`src/core/flash_iap_regs.svh`:
```
// register offsets, field positions, codes and timing figures of the flash controller
`ifndef FLASH_IAP_REGS_SVH
`define FLASH_IAP_REGS_SVH
`define OFF_CTRL 8'h00
`define OFF_ADDR_LO 8'h04
`define OFF_ADDR_HI 8'h08
`define OFF_DATA_FIRST 8'h0c
`define OFF_DATA_LAST 8'h28
`define OFF_INT_STAT 8'h2c
`define OFF_INT_MASK 8'h30
`define CTRL_UNLOCKED 7
`define CTRL_ARM 3
`define CTRL_WSTART 2
`define CTRL_RD_EN 1
`define CTRL_RSTART 0
`define OP_WRITE 3'h0
`define OP_ERASE 3'h1
`define OP_READ 3'h3
`define OP_UNLOCK 3'h6
`define KEY0 8'h00
`define KEY1 8'h04
`define KEY2 8'h0d
`define KEY3 8'h09
`define KEY4 8'hc3
`define KEY5 8'h40
`define KEY_LAST 3'h5
`define KEY_FIRST_SLOT 3'h2
`define INT_PASS 0
`define INT_FAIL 1
`define INT_DONE 2
`define BLOCK_BASE 8'h00
`define UNLOCK_TIMEOUT_US 300
`define US_PER_S 1000000
`define SUB_CLK_HZ 32000
`define AXI_OKAY 2'h0
`define AXI_SLVERR 2'h2
`endif

```
`src/core/flash_iap_pkg.sv`:
```
// types shared by the flash reprogramming controller
package flash_iap_pkg;
	typedef enum logic [1:0] {FOP_WRITE = 2'h0, FOP_ERASE = 2'h1, FOP_READ = 2'h2} flash_op_t;
	typedef enum logic {CHK_IDLE = 1'h0, CHK_RUN = 1'h1} chk_state_t;
	typedef enum logic {FL_IDLE = 1'h0, FL_BUSY = 1'h1} fl_state_t;
	typedef struct packed {logic s1; logic s2; logic s3; logic tick;} sync_t;
	typedef struct packed {
		chk_state_t st; logic [2:0] idx; logic [7:0] ticks; logic pass; logic fail;
	} chk_t;
	typedef struct packed {
		logic aw_got; logic w_got; logic [7:0] aw_addr; logic [7:0] w_byte; logic w_en;
		logic awready; logic wready; logic bvalid; logic [1:0] bresp;
		logic arready; logic rvalid; logic [31:0] rdata; logic [1:0] rresp;
		logic unlocked; logic [2:0] op_sel; logic arm; logic wr_start; logic rd_en; logic rd_start;
		logic [7:0] addr_lo; logic [3:0] addr_hi; logic [3:0][15:0] data;
		logic [2:0] int_stat; logic [2:0] int_mask; logic irq; logic halt;
		fl_state_t fl; logic flash_req; flash_op_t flash_op; logic [11:0] flash_addr;
		logic [15:0] flash_wdata;
		logic key_start; logic key_we; logic [2:0] key_idx; logic [7:0] key_byte;
	} top_t;
endpackage

```
`src/core/iap_link_if.sv`:
```
// link between the controller, the sub clock tick source and the key checker
interface iap_link_if;
	logic tick;
	logic start;
	logic key_we;
	logic [2:0] key_idx;
	logic [7:0] key_byte;
	logic pass;
	logic fail;
	modport sync_side (output tick);
	modport key_chk (input tick, start, key_we, key_idx, key_byte, output pass, fail);
	modport ctrl (output start, key_we, key_idx, key_byte, input tick, pass, fail);
endinterface

```
`src/core/sub_tick_sync.sv`:
```
// synchronises the slow sub clock and emits one pulse per rising edge of it
module sub_tick_sync (
	input wire logic core_clk,
	input wire logic rst_b,
	input wire logic slow_sub_clock,
	iap_link_if.sync_side lk
);
	flash_iap_pkg::sync_t r;
	flash_iap_pkg::sync_t n;

	always_comb begin
		n.s1 = slow_sub_clock;
		n.s2 = r.s1;
		n.s3 = r.s2;
		n.tick = r.s2 & ~r.s3;
	end

	always_ff @(posedge core_clk or negedge rst_b) begin
		if (!rst_b) begin
			r <= '0;
		end else begin
			r <= n;
		end
	end

	assign lk.tick = r.tick;
endmodule // sub_tick_sync

```
`src/core/unlock_key_checker.sv`:
```
// checks the unlock key byte by byte against a sub clock timeout
`include "flash_iap_regs.svh"
module unlock_key_checker #(
	parameter int TIMEOUT_TICKS = 9
) (
	input wire logic core_clk,
	input wire logic rst_b,
	iap_link_if.key_chk lk
);
	localparam logic [7:0] LAST_TICK = 8'(TIMEOUT_TICKS - 1);
	flash_iap_pkg::chk_t r;
	flash_iap_pkg::chk_t n;

	if (TIMEOUT_TICKS < 1 || TIMEOUT_TICKS > 255) begin : g_bad_timeout
		$error("timeout tick count out of range");
	end

	function automatic logic [7:0] key_at(input logic [2:0] i);
		case (i)
			3'h0: key_at = `KEY0;
			3'h1: key_at = `KEY1;
			3'h2: key_at = `KEY2;
			3'h3: key_at = `KEY3;
			3'h4: key_at = `KEY4;
			default: key_at = `KEY5;
		endcase
	endfunction

	always_comb begin
		n = r;
		n.pass = 1'b0;
		n.fail = 1'b0;
		case (r.st)
			flash_iap_pkg::CHK_IDLE: begin
				n.st = flash_iap_pkg::CHK_IDLE;
			end
			flash_iap_pkg::CHK_RUN: begin
				if (lk.tick) begin
					n.ticks = r.ticks + 8'h01;
				end
				// overflow beats a key byte landing in the same cycle
				if (lk.tick && r.ticks == LAST_TICK) begin
					n.fail = 1'b1;
					n.st = flash_iap_pkg::CHK_IDLE;
				end else if (lk.key_we) begin
					if (lk.key_idx != r.idx || lk.key_byte != key_at(r.idx)) begin
						n.fail = 1'b1;
						n.st = flash_iap_pkg::CHK_IDLE;
					end else if (r.idx == `KEY_LAST) begin
						n.pass = 1'b1;
						n.st = flash_iap_pkg::CHK_IDLE;
					end else begin
						n.idx = r.idx + 3'h1;
					end
				end
			end
		endcase
		if (lk.start) begin
			n.st = flash_iap_pkg::CHK_RUN;
			n.idx = 3'h0;
			n.ticks = 8'h00;
		end
	end

	always_ff @(posedge core_clk or negedge rst_b) begin
		if (!rst_b) begin
			r <= '0;
		end else begin
			r <= n;
		end
	end

	assign lk.pass = r.pass;
	assign lk.fail = r.fail;
endmodule // unlock_key_checker

```
`src/core/flash_iap_unlock_erase_ctrl.sv`:
```
// in-field reprogramming controller: register slave, unlock sequence, erase/write/read
// Behaviour
// op select 110 with arm requests the unlock sequence.
// op select and arm bit are accepted in one register write.
// software writes key 00,04,0d,09,c3,40 into data words 1 to 3, low first.
// arming starts a 300 us timeout counted on the slow sub clock.
// overflow or wrong byte keeps writing locked and clears the arm bit.
// full correct key in time unlocks writing and clears the arm bit.
// successful unlock sets the write-unlocked flag.
// software clearing the flag locks writing again.
// no erase or write reaches the array while locked.
// software erases a block before writing words inside it.
// a block erase clears 256 consecutive words.
// erase block comes from the high address only; low address ignored.
// the cpu halts while write-start or read-start is set.
// data word 3 high holds bits 15 to 8, resets to zero.
// op select 000 writes, 001 erases, 011 reads; others reserved.
// hardware clears write-start when the operation finishes.
// hardware clears read-start once data word 0 holds the read word.
// writing one to the write-unlocked flag does nothing.
// each key byte is checked on arrival; first mismatch fails.
//
// The placing of the registers and the AXI4-Lite register port were chosen for this implementation.
`include "flash_iap_regs.svh"
module flash_iap_unlock_erase_ctrl #(
	parameter int ADDR_HI_W = 3,
	parameter int SUB_CLK_HZ = `SUB_CLK_HZ
) (
	input wire logic core_clk,
	input wire logic rst_b,
	input wire logic [7:0] s_axi_awaddr,
	input wire logic s_axi_awvalid,
	output logic s_axi_awready,
	input wire logic [31:0] s_axi_wdata,
	input wire logic [3:0] s_axi_wstrb,
	input wire logic s_axi_wvalid,
	output logic s_axi_wready,
	output logic [1:0] s_axi_bresp,
	output logic s_axi_bvalid,
	input wire logic s_axi_bready,
	input wire logic [7:0] s_axi_araddr,
	input wire logic s_axi_arvalid,
	output logic s_axi_arready,
	output logic [31:0] s_axi_rdata,
	output logic [1:0] s_axi_rresp,
	output logic s_axi_rvalid,
	input wire logic s_axi_rready,
	input wire logic slow_sub_clock,
	output logic flash_req,
	output flash_iap_pkg::flash_op_t flash_op,
	output logic [11:0] flash_addr,
	output logic [15:0] flash_wdata,
	input wire logic [15:0] flash_rdata,
	input wire logic flash_done,
	output logic cpu_halt,
	output logic irq
);
	// longest time rounds down so the window never exceeds the figure
	localparam int TIMEOUT_TICKS = (`UNLOCK_TIMEOUT_US * SUB_CLK_HZ) / `US_PER_S;
	localparam logic [3:0] HI_MASK = 4'((1 << ADDR_HI_W) - 1);

	if (ADDR_HI_W < 3 || ADDR_HI_W > 4) begin : g_bad_addr_w
		$error("ADDR_HI_W must be 3 or 4");
	end
	if (TIMEOUT_TICKS < 1) begin : g_bad_sub_clk
		$error("sub clock too slow for the unlock timeout");
	end

	flash_iap_pkg::top_t r;
	flash_iap_pkg::top_t n;
	iap_link_if lk();

	sub_tick_sync u_tick (
		.core_clk(core_clk),
		.rst_b(rst_b),
		.slow_sub_clock(slow_sub_clock),
		.lk(lk)
	);

	unlock_key_checker #(
		.TIMEOUT_TICKS(TIMEOUT_TICKS)
	) u_key (
		.core_clk(core_clk),
		.rst_b(rst_b),
		.lk(lk)
	);

	assign lk.start = r.key_start;
	assign lk.key_we = r.key_we;
	assign lk.key_idx = r.key_idx;
	assign lk.key_byte = r.key_byte;

	// all registers sit word aligned and back to back up to the mask register
	function automatic logic reg_hit(input logic [7:0] a);
		reg_hit = (a[1:0] == 2'h0) && (a <= `OFF_INT_MASK);
	endfunction

	function automatic logic is_data(input logic [7:0] a);
		is_data = (a >= `OFF_DATA_FIRST) && (a <= `OFF_DATA_LAST);
	endfunction

	// slot 0..7 = word0 low, word0 high, ... word3 high
	function automatic logic [2:0] data_slot(input logic [7:0] a);
		logic [7:0] d;
		d = a - `OFF_DATA_FIRST;
		data_slot = d[4:2];
	endfunction

	always_comb begin
		logic [7:0] wr;
		logic [2:0] op;
		logic [2:0] slot;
		logic [2:0] rslot;
		logic [7:0] rd;
		wr = r.w_byte;
		op = wr[6:4];
		slot = data_slot(r.aw_addr);
		rslot = data_slot(s_axi_araddr);
		rd = 8'h00;
		n = r;
		n.key_start = 1'b0;
		n.key_we = 1'b0;

		if (r.awready && s_axi_awvalid) begin
			n.aw_got = 1'b1;
			n.aw_addr = s_axi_awaddr;
		end
		if (r.wready && s_axi_wvalid) begin
			n.w_got = 1'b1;
			n.w_byte = s_axi_wdata[7:0];
			n.w_en = s_axi_wstrb[0];
		end
		if (r.bvalid && s_axi_bready) begin
			n.bvalid = 1'b0;
		end

		// register write, one cycle after both address and data are held
		if (r.aw_got && r.w_got && !r.bvalid) begin
			n.aw_got = 1'b0;
			n.w_got = 1'b0;
			n.bvalid = 1'b1;
			n.bresp = reg_hit(r.aw_addr) ? `AXI_OKAY : `AXI_SLVERR;
			if (r.w_en && r.aw_addr == `OFF_CTRL) begin
				// a one here is ignored: only the key sequence unlocks
				if (!wr[`CTRL_UNLOCKED]) begin
					n.unlocked = 1'b0;
				end
				n.op_sel = op;
				n.arm = wr[`CTRL_ARM];
				n.rd_en = wr[`CTRL_RD_EN];
				if (wr[`CTRL_ARM] && op == `OP_UNLOCK) begin
					n.key_start = 1'b1;
				end
				// start bits only set from software; a zero written is ignored
				if (r.fl == flash_iap_pkg::FL_IDLE) begin
					if (wr[`CTRL_WSTART] && r.unlocked && wr[`CTRL_UNLOCKED]
						&& (op == `OP_WRITE || op == `OP_ERASE)) begin
						n.wr_start = 1'b1;
						n.fl = flash_iap_pkg::FL_BUSY;
						n.flash_req = 1'b1;
						n.flash_wdata = r.data[0];
						if (op == `OP_ERASE) begin
							n.flash_op = flash_iap_pkg::FOP_ERASE;
							n.flash_addr = {r.addr_hi, `BLOCK_BASE};
						end else begin
							n.flash_op = flash_iap_pkg::FOP_WRITE;
							n.flash_addr = {r.addr_hi, r.addr_lo};
						end
					end else if (wr[`CTRL_RSTART] && wr[`CTRL_RD_EN] && op == `OP_READ) begin
						n.rd_start = 1'b1;
						n.fl = flash_iap_pkg::FL_BUSY;
						n.flash_req = 1'b1;
						n.flash_op = flash_iap_pkg::FOP_READ;
						n.flash_addr = {r.addr_hi, r.addr_lo};
					end
				end
			end else if (r.w_en && r.aw_addr == `OFF_ADDR_LO) begin
				n.addr_lo = wr;
			end else if (r.w_en && r.aw_addr == `OFF_ADDR_HI) begin
				n.addr_hi = wr[3:0] & HI_MASK;
			end else if (r.w_en && reg_hit(r.aw_addr) && is_data(r.aw_addr)) begin
				if (slot[0]) begin
					n.data[slot[2:1]][15:8] = wr;
				end else begin
					n.data[slot[2:1]][7:0] = wr;
				end
				// key bytes go to the checker in the order they are written
				if (r.arm && slot >= `KEY_FIRST_SLOT) begin
					n.key_we = 1'b1;
					n.key_idx = slot - `KEY_FIRST_SLOT;
					n.key_byte = wr;
				end
			end else if (r.w_en && r.aw_addr == `OFF_INT_STAT) begin
				n.int_stat = r.int_stat & ~wr[2:0];
			end else if (r.w_en && r.aw_addr == `OFF_INT_MASK) begin
				n.int_mask = wr[2:0];
			end
		end

		// hardware events come after the software write so a hardware set or clear beats the software one
		if (r.fl == flash_iap_pkg::FL_BUSY && flash_done) begin
			n.fl = flash_iap_pkg::FL_IDLE;
			n.flash_req = 1'b0;
			n.wr_start = 1'b0;
			n.rd_start = 1'b0;
			if (r.flash_op == flash_iap_pkg::FOP_READ) begin
				n.data[0] = flash_rdata;
			end
			n.int_stat[`INT_DONE] = 1'b1;
		end
		// a new unlock request landing with a verdict is dropped with the arm bit; software re-arms
		if (lk.pass) begin
			n.unlocked = 1'b1;
			n.arm = 1'b0;
			n.key_start = 1'b0;
			n.int_stat[`INT_PASS] = 1'b1;
		end
		if (lk.fail) begin
			n.arm = 1'b0;
			n.key_start = 1'b0;
			n.int_stat[`INT_FAIL] = 1'b1;
		end
		n.halt = n.wr_start | n.rd_start;
		n.irq = |(n.int_stat & n.int_mask);

		// read channel
		if (r.rvalid && s_axi_rready) begin
			n.rvalid = 1'b0;
		end
		if (r.arready && s_axi_arvalid) begin
			n.rvalid = 1'b1;
			n.rresp = reg_hit(s_axi_araddr) ? `AXI_OKAY : `AXI_SLVERR;
			if (s_axi_araddr == `OFF_CTRL) begin
				rd = {r.unlocked, r.op_sel, r.arm, r.wr_start, r.rd_en, r.rd_start};
			end else if (s_axi_araddr == `OFF_ADDR_LO) begin
				rd = r.addr_lo;
			end else if (s_axi_araddr == `OFF_ADDR_HI) begin
				rd = {4'h0, r.addr_hi};
			end else if (is_data(s_axi_araddr) && s_axi_araddr[1:0] == 2'h0) begin
				rd = rslot[0] ? r.data[rslot[2:1]][15:8] : r.data[rslot[2:1]][7:0];
			end else if (s_axi_araddr == `OFF_INT_STAT) begin
				rd = {5'h00, r.int_stat};
			end else if (s_axi_araddr == `OFF_INT_MASK) begin
				rd = {5'h00, r.int_mask};
			end
			n.rdata = {24'h000000, rd};
		end

		// one write and one read in flight at most
		n.awready = !n.aw_got && !n.bvalid;
		n.wready = !n.w_got && !n.bvalid;
		n.arready = !n.rvalid;
	end

	always_ff @(posedge core_clk or negedge rst_b) begin
		if (!rst_b) begin
			r <= '0;
		end else begin
			r <= n;
		end
	end

	assign s_axi_awready = r.awready;
	assign s_axi_wready = r.wready;
	assign s_axi_bresp = r.bresp;
	assign s_axi_bvalid = r.bvalid;
	assign s_axi_arready = r.arready;
	assign s_axi_rdata = r.rdata;
	assign s_axi_rresp = r.rresp;
	assign s_axi_rvalid = r.rvalid;
	assign flash_req = r.flash_req;
	assign flash_op = r.flash_op;
	assign flash_addr = r.flash_addr;
	assign flash_wdata = r.flash_wdata;
	assign cpu_halt = r.halt;
	assign irq = r.irq;
endmodule // flash_iap_unlock_erase_ctrl

```
`config.mk`:
```
export PLATFORM = sky130hd
export DESIGN_NAME = flash_iap_unlock_erase_ctrl
export DESIGN_NICKNAME = d
export VERILOG_FILES = /design/src/core/flash_iap_pkg.sv /design/src/core/iap_link_if.sv /design/src/core/sub_tick_sync.sv /design/src/core/unlock_key_checker.sv /design/src/core/flash_iap_unlock_erase_ctrl.sv
export VERILOG_INCLUDE_DIRS = /design/src /design/src/core
export SDC_FILE = /design/constraint.sdc
export NUM_CORES = 1
export LEC_CHECK = 0
export ABC_AREA = 0
export BUFFER_PORTS_ARGS = -buffer_cell sky130_fd_sc_hd__buf_2
export CAP_MARGIN = 25
export CORE_MARGIN = 2
export CORE_UTILIZATION = 60
export CTS_BUF_LIST = sky130_fd_sc_hd__clkbuf_8
export CTS_CLUSTER_SIZE = 25
export DETAILED_ROUTE_END_ITERATION = 6
export MAX_ROUTING_LAYER = met4
export PLACE_DENSITY = 0.88
export REMOVE_ABC_BUFFERS = 1
export SLEW_MARGIN = 10
export SYNTH_ARGS = -nofsm -noshare
export SYNTH_HDL_FRONTEND = slang
export SYNTH_HIERARCHICAL = 1
export SYNTH_SLANG_ARGS = --single-unit
```
`constraint.sdc`:
```
create_clock -name core_clk -period 6.9 [get_ports core_clk]
set_input_delay 0.69 -clock core_clk [delete_from_list [all_inputs] [get_ports core_clk]]
set_output_delay 0.69 -clock core_clk [all_outputs]
set_load 0.05 [all_outputs]
```
==> flow_summary.rst <==
.. list-table::
   :header-rows: 1

   * - Metric
     - Value
   * - Run status
     - finished clean
   * - Maximum vdd ir drop
     - ~0.00027 V
   * - Level count of the clock H-tree
     - 4
   * - Clock-pin slew on the worst setup and hold paths
     - approximately 0.10 ns
   * - Number of storage elements in the synthesis netlist
     - approximately 190
   * - TritonCTS Sinks
     - around 190
   * - Global placement routability congestion
     - between 0.9 and 1
   * - Clock buffer depth
     - 2
   * - Internal power of the cells
     - 0.00177 W
   * - Final worst-path cycle share
     - 0.480
   * - Synthesized instance count
     - 830
   * - Count of warnings emitted by yosys
     - 6
   * - Crit path launch type
     - flop
   * - Leading cell type in the layout, fill and taps excluded
     - sky130_fd_sc_hd__dfrtp_1
   * - Via count
     - between 6k and 7k
   * - Number of antenna violations at the first check in global routing
     - 0
   * - Total power density per cell area
     - 278 nW/um^2
   * - Overall overflow remaining after global route
     - 0
   * - Worst reg2reg startpoint
     - r[189]
   * - Critical-path cell list
     - inv_1, ha_1, or3_1, a32oi_1, nor2b_1, nand4_1, mux2_2
   * - Number of enable-type register cells in the synthesized netlist
     - 0
   * - Arrival time at the worst endpoint
     - roughly 3.7 ns
   * - FF-to-FF path depth
     - 7
   * - Static leakage power
     - between 4 and 5 nW
   * - Share of flip-flops with an asynchronous set or reset after synthesis
     - 1.00
   * - Site Rows
     - 45
   * - Hold buffer count at cts
     - 0
   * - Hold slack final
     - ~0.037 ns
   * - FILL cells
     - roughly 1.1k
   * - Synthesis-to-finish area growth
     - 6.85%
   * - Relative slew margins
     - 0.313
   * - Most frequent cells in the layout
     - sky130_fd_sc_hd__dfrtp_1 (187), sky130_fd_sc_hd__mux2_2 (110), sky130_fd_sc_hd__buf_2 (95)
   * - Kind of path behind the tightest hold check
     - in2async
   * - Transition at the pin with the smallest max-transition slack
     - 1.02 ns
   * - Critical path class
     - reg2reg
   * - DRT Wirelength
     - 20100 um
   * - Primary FF master, synth
     - sky130_fd_sc_hd__dfrtp_1
   * - Buffers & Inverters on Critical Path
     - 1
   * - Sequential share of power
     - 0.527
   * - Net switching share of the total power
     - 0.365
   * - Nature of the critical path endpoint
     - flop
   * - Port buffer count
     - 96
   * - Clock power share
     - 0.244
   * - Crit path time final
     - approximately 3.3 ns
   * - Final number of hold-violating endpoints
     - 0
   * - Gate power share
     - 0.229
   * - Floorplan die width
     - 129 um
   * - Sequential fraction of the synthesis area
     - 0.498
   * - Total core area
     - between 15000 and 20000 sq um
   * - Clock root buffer
     - sky130_fd_sc_hd__clkbuf_8
   * - CP max stage cell
     - sky130_fd_sc_hd__nand4_1
   * - Total Neg Setup Slack
     - 0 ns
   * - Die extent in y
     - about 130 um
   * - Insertion delay to the later sink of the worst-skew pair
     - between 0.4 and 0.5 ns
   * - Count of placed standard cells including taps
     - ~1.1k
   * - R2r endpoint
     - r[70]
   * - Final non-filler cell total
     - about 1.1k
   * - Max-Cap Viols
     - 0
   * - Required time of the critical path
     - 7.26 ns
   * - Total power
     - 0.00279 W
   * - Max Fanout on Critical Path
     - 11
   * - Pin count of the biggest net entering global routing
     - roughly 110
   * - Average detailed-routed wire length per instance
     - 18.3 um
   * - CP top delay family
     - simple AND/OR/NAND/NOR gates
   * - TritonCTS clock tree
     - yes
   * - HPWL after detailed placement
     - approximately 14000 um
   * - Starting density of the core
     - 0.616
   * - Via density per instance
     - a little under 6
   * - Syn Std Cell Area
     - approximately 9400 sq um
   * - Number of distinct library cell variants in the gate-level netlist after synthesis
     - 68
   * - Net load switching power
     - roughly 0.0010 W
   * - Wire length of the first global-routing pass
     - ~32000 um
   * - Number of instances resized during post-cts repair
     - 0
   * - Inserted Diodes
     - 0
   * - Number of remaining DRC errors
     - 0
   * - Number of nets with antenna violations after detailed routing
     - 0
   * - Fraction of final layout cells with drive strength greater than 1
     - 0.308
   * - Overall track demand over capacity in global routing
     - 0.259
   * - R2r setup slk
     - ~3.6 ns
   * - Inserted Clock Buffers
     - 17
   * - Final setup vio count
     - 0
   * - DRC marker count from the first detailed-route iteration
     - about 630
   * - Setup slack after layout
     - between 3 and 4 ns
   * - Worst Skew
     - 0.0145 ns
   * - Detailed-router iteration count before antenna repair
     - 6
   * - Number of buffers added for setup after CTS
     - 0
   * - I/O pins
     - 151
   * - Layout net count
     - between 900 and 1k
   * - Maximum frequency from static timing analysis
     - ~300 MHz
   * - Mean post-synth cell area
     - between 10 and 15 sq um
   * - Via count of the first global-routing pass
     - 6219
   * - Max incr delay on CP
     - 0.59 ns
   * - Die area
     - about 17000 sq um
   * - Number of pins exceeding their max-slew limit in the final report
     - 0
   * - Setup repair after global routing missed its margin
     - false
   * - Dpl ws
     - between 3 and 4 ns
## worst max path at each step
stage	start	end	cells after the start
finish	r[189]	r[70]	7
CTS	r[193]	flash_wdata[12]	4
global route	r[189]	lk.key_byte[7]	7
detailed placement	s_axi_araddr[2]	s_axi_rdata[1]	8
global placement	s_axi_araddr[2]	s_axi_rdata[0]	8
floorplan	s_axi_araddr[2]	s_axi_rdata[3]	6
## power by group through the flow
stage | sequential (W) | clock, W | combinational [W]
after floorplan | 0.00146 | 0 | 0.000380
after global placement | 0.00147 | 0 | 0.000609
after detailed placement | 0.00148 | 0 | 0.000629
after CTS | 0.00146 | 0.000692 | 0.000631
after global routing | 0.00149 | 0.000724 | 0.000699
final | 0.00147 | 0.000679 | 0.000638
## through the flow
stage	utilization	area [sq um]
finish	0.658	10000
detailed placement	0.629	9600
global placement	0.629	9600
floorplan	-	8820
CTS	0.653	9960
global route	0.658	10000
## layout make-up
type / instances / area [sq um] / share of cell area
well taps: 211 / 264 / 0.0263
inverters: 17 / 63.8 / 0.00636
clock inverters: 15 / 128 / 0.0127
flip-flops and latches: 187 / 4680 / 0.466
repair buffers: 103 / 587 / 0.0585
multi-input cells: 547 / 4080 / 0.407
clock buffers: 17 / 234 / 0.0233
## synthesized netlist by cell type, drive strengths merged (3+ instances only)
cell type | number | share of area
nand4b | 3 | 0.0028
nand4 | 14 | 0.0093
nand2 | 64 | 0.026
nor2b | 7 | 0.0055
nor3 | 22 | 0.013
o21a | 4 | 0.0032
a32oi | 5 | 0.0047
mux2 | 114 | 0.14
o31ai | 4 | 0.0032
and2 | 7 | 0.0047
nand2b | 3 | 0.0020
o211ai | 5 | 0.0040
o22ai | 4 | 0.0027
a31oi | 6 | 0.0040
a21oi | 45 | 0.026
inv | 17 | 0.0068
nor4 | 7 | 0.0047
and4 | 6 | 0.0056
mux2i | 27 | 0.029
or2 | 8 | 0.0053
and3b | 3 | 0.0028
a21o | 4 | 0.0032
or4 | 3 | 0.0024
o21ai | 26 | 0.014
xnor2 | 6 | 0.0056
nand3 | 12 | 0.0064
xor2 | 8 | 0.0075
or3 | 6 | 0.0045
buf | 72 | 0.059
clkbuf | 33 | 0.013
nor2 | 47 | 0.019
ha | 18 | 0.024
dfrtp | 187 | 0.50
mux4 | 7 | 0.017
## layer usage
| metal | up-vias | GRT usage | part of all wire |
|---|---|---|---|
| met1 | 3206 | 0.355 | 0.44 |
| met4 | 0 | 0.0914 | 0.020 |
| met2 | 298 | 0.398 | 0.47 |
| met5 | - | - | 0 |
| li1 | 2934 | - | - |
| met3 | 42 | 0.0409 | 0.069 |
## cells by family after synthesis
group,synth area share
AO/OA/AOI/OAI,0.0791
XOR/XNOR,0.0131
adder cells (fa/ha/maj),0.0240
AND/OR/NAND/NOR,0.124
multiplexers,0.183
buffers and inverters,0.0786
other,0.000399
flip-flops,0.498
## flip-flops by register name, indices dropped and copies added, names as in the netlist, 2 cells and up
register     flops
u_key/r         12
flash_addr      11
r              109
lk.key_idx       3
flash_wdata     16
flash_op         2
u_tick/n         2
lk.key_byte      8
s_axi_rdata      8
Power figures use the tool's default switching activity.
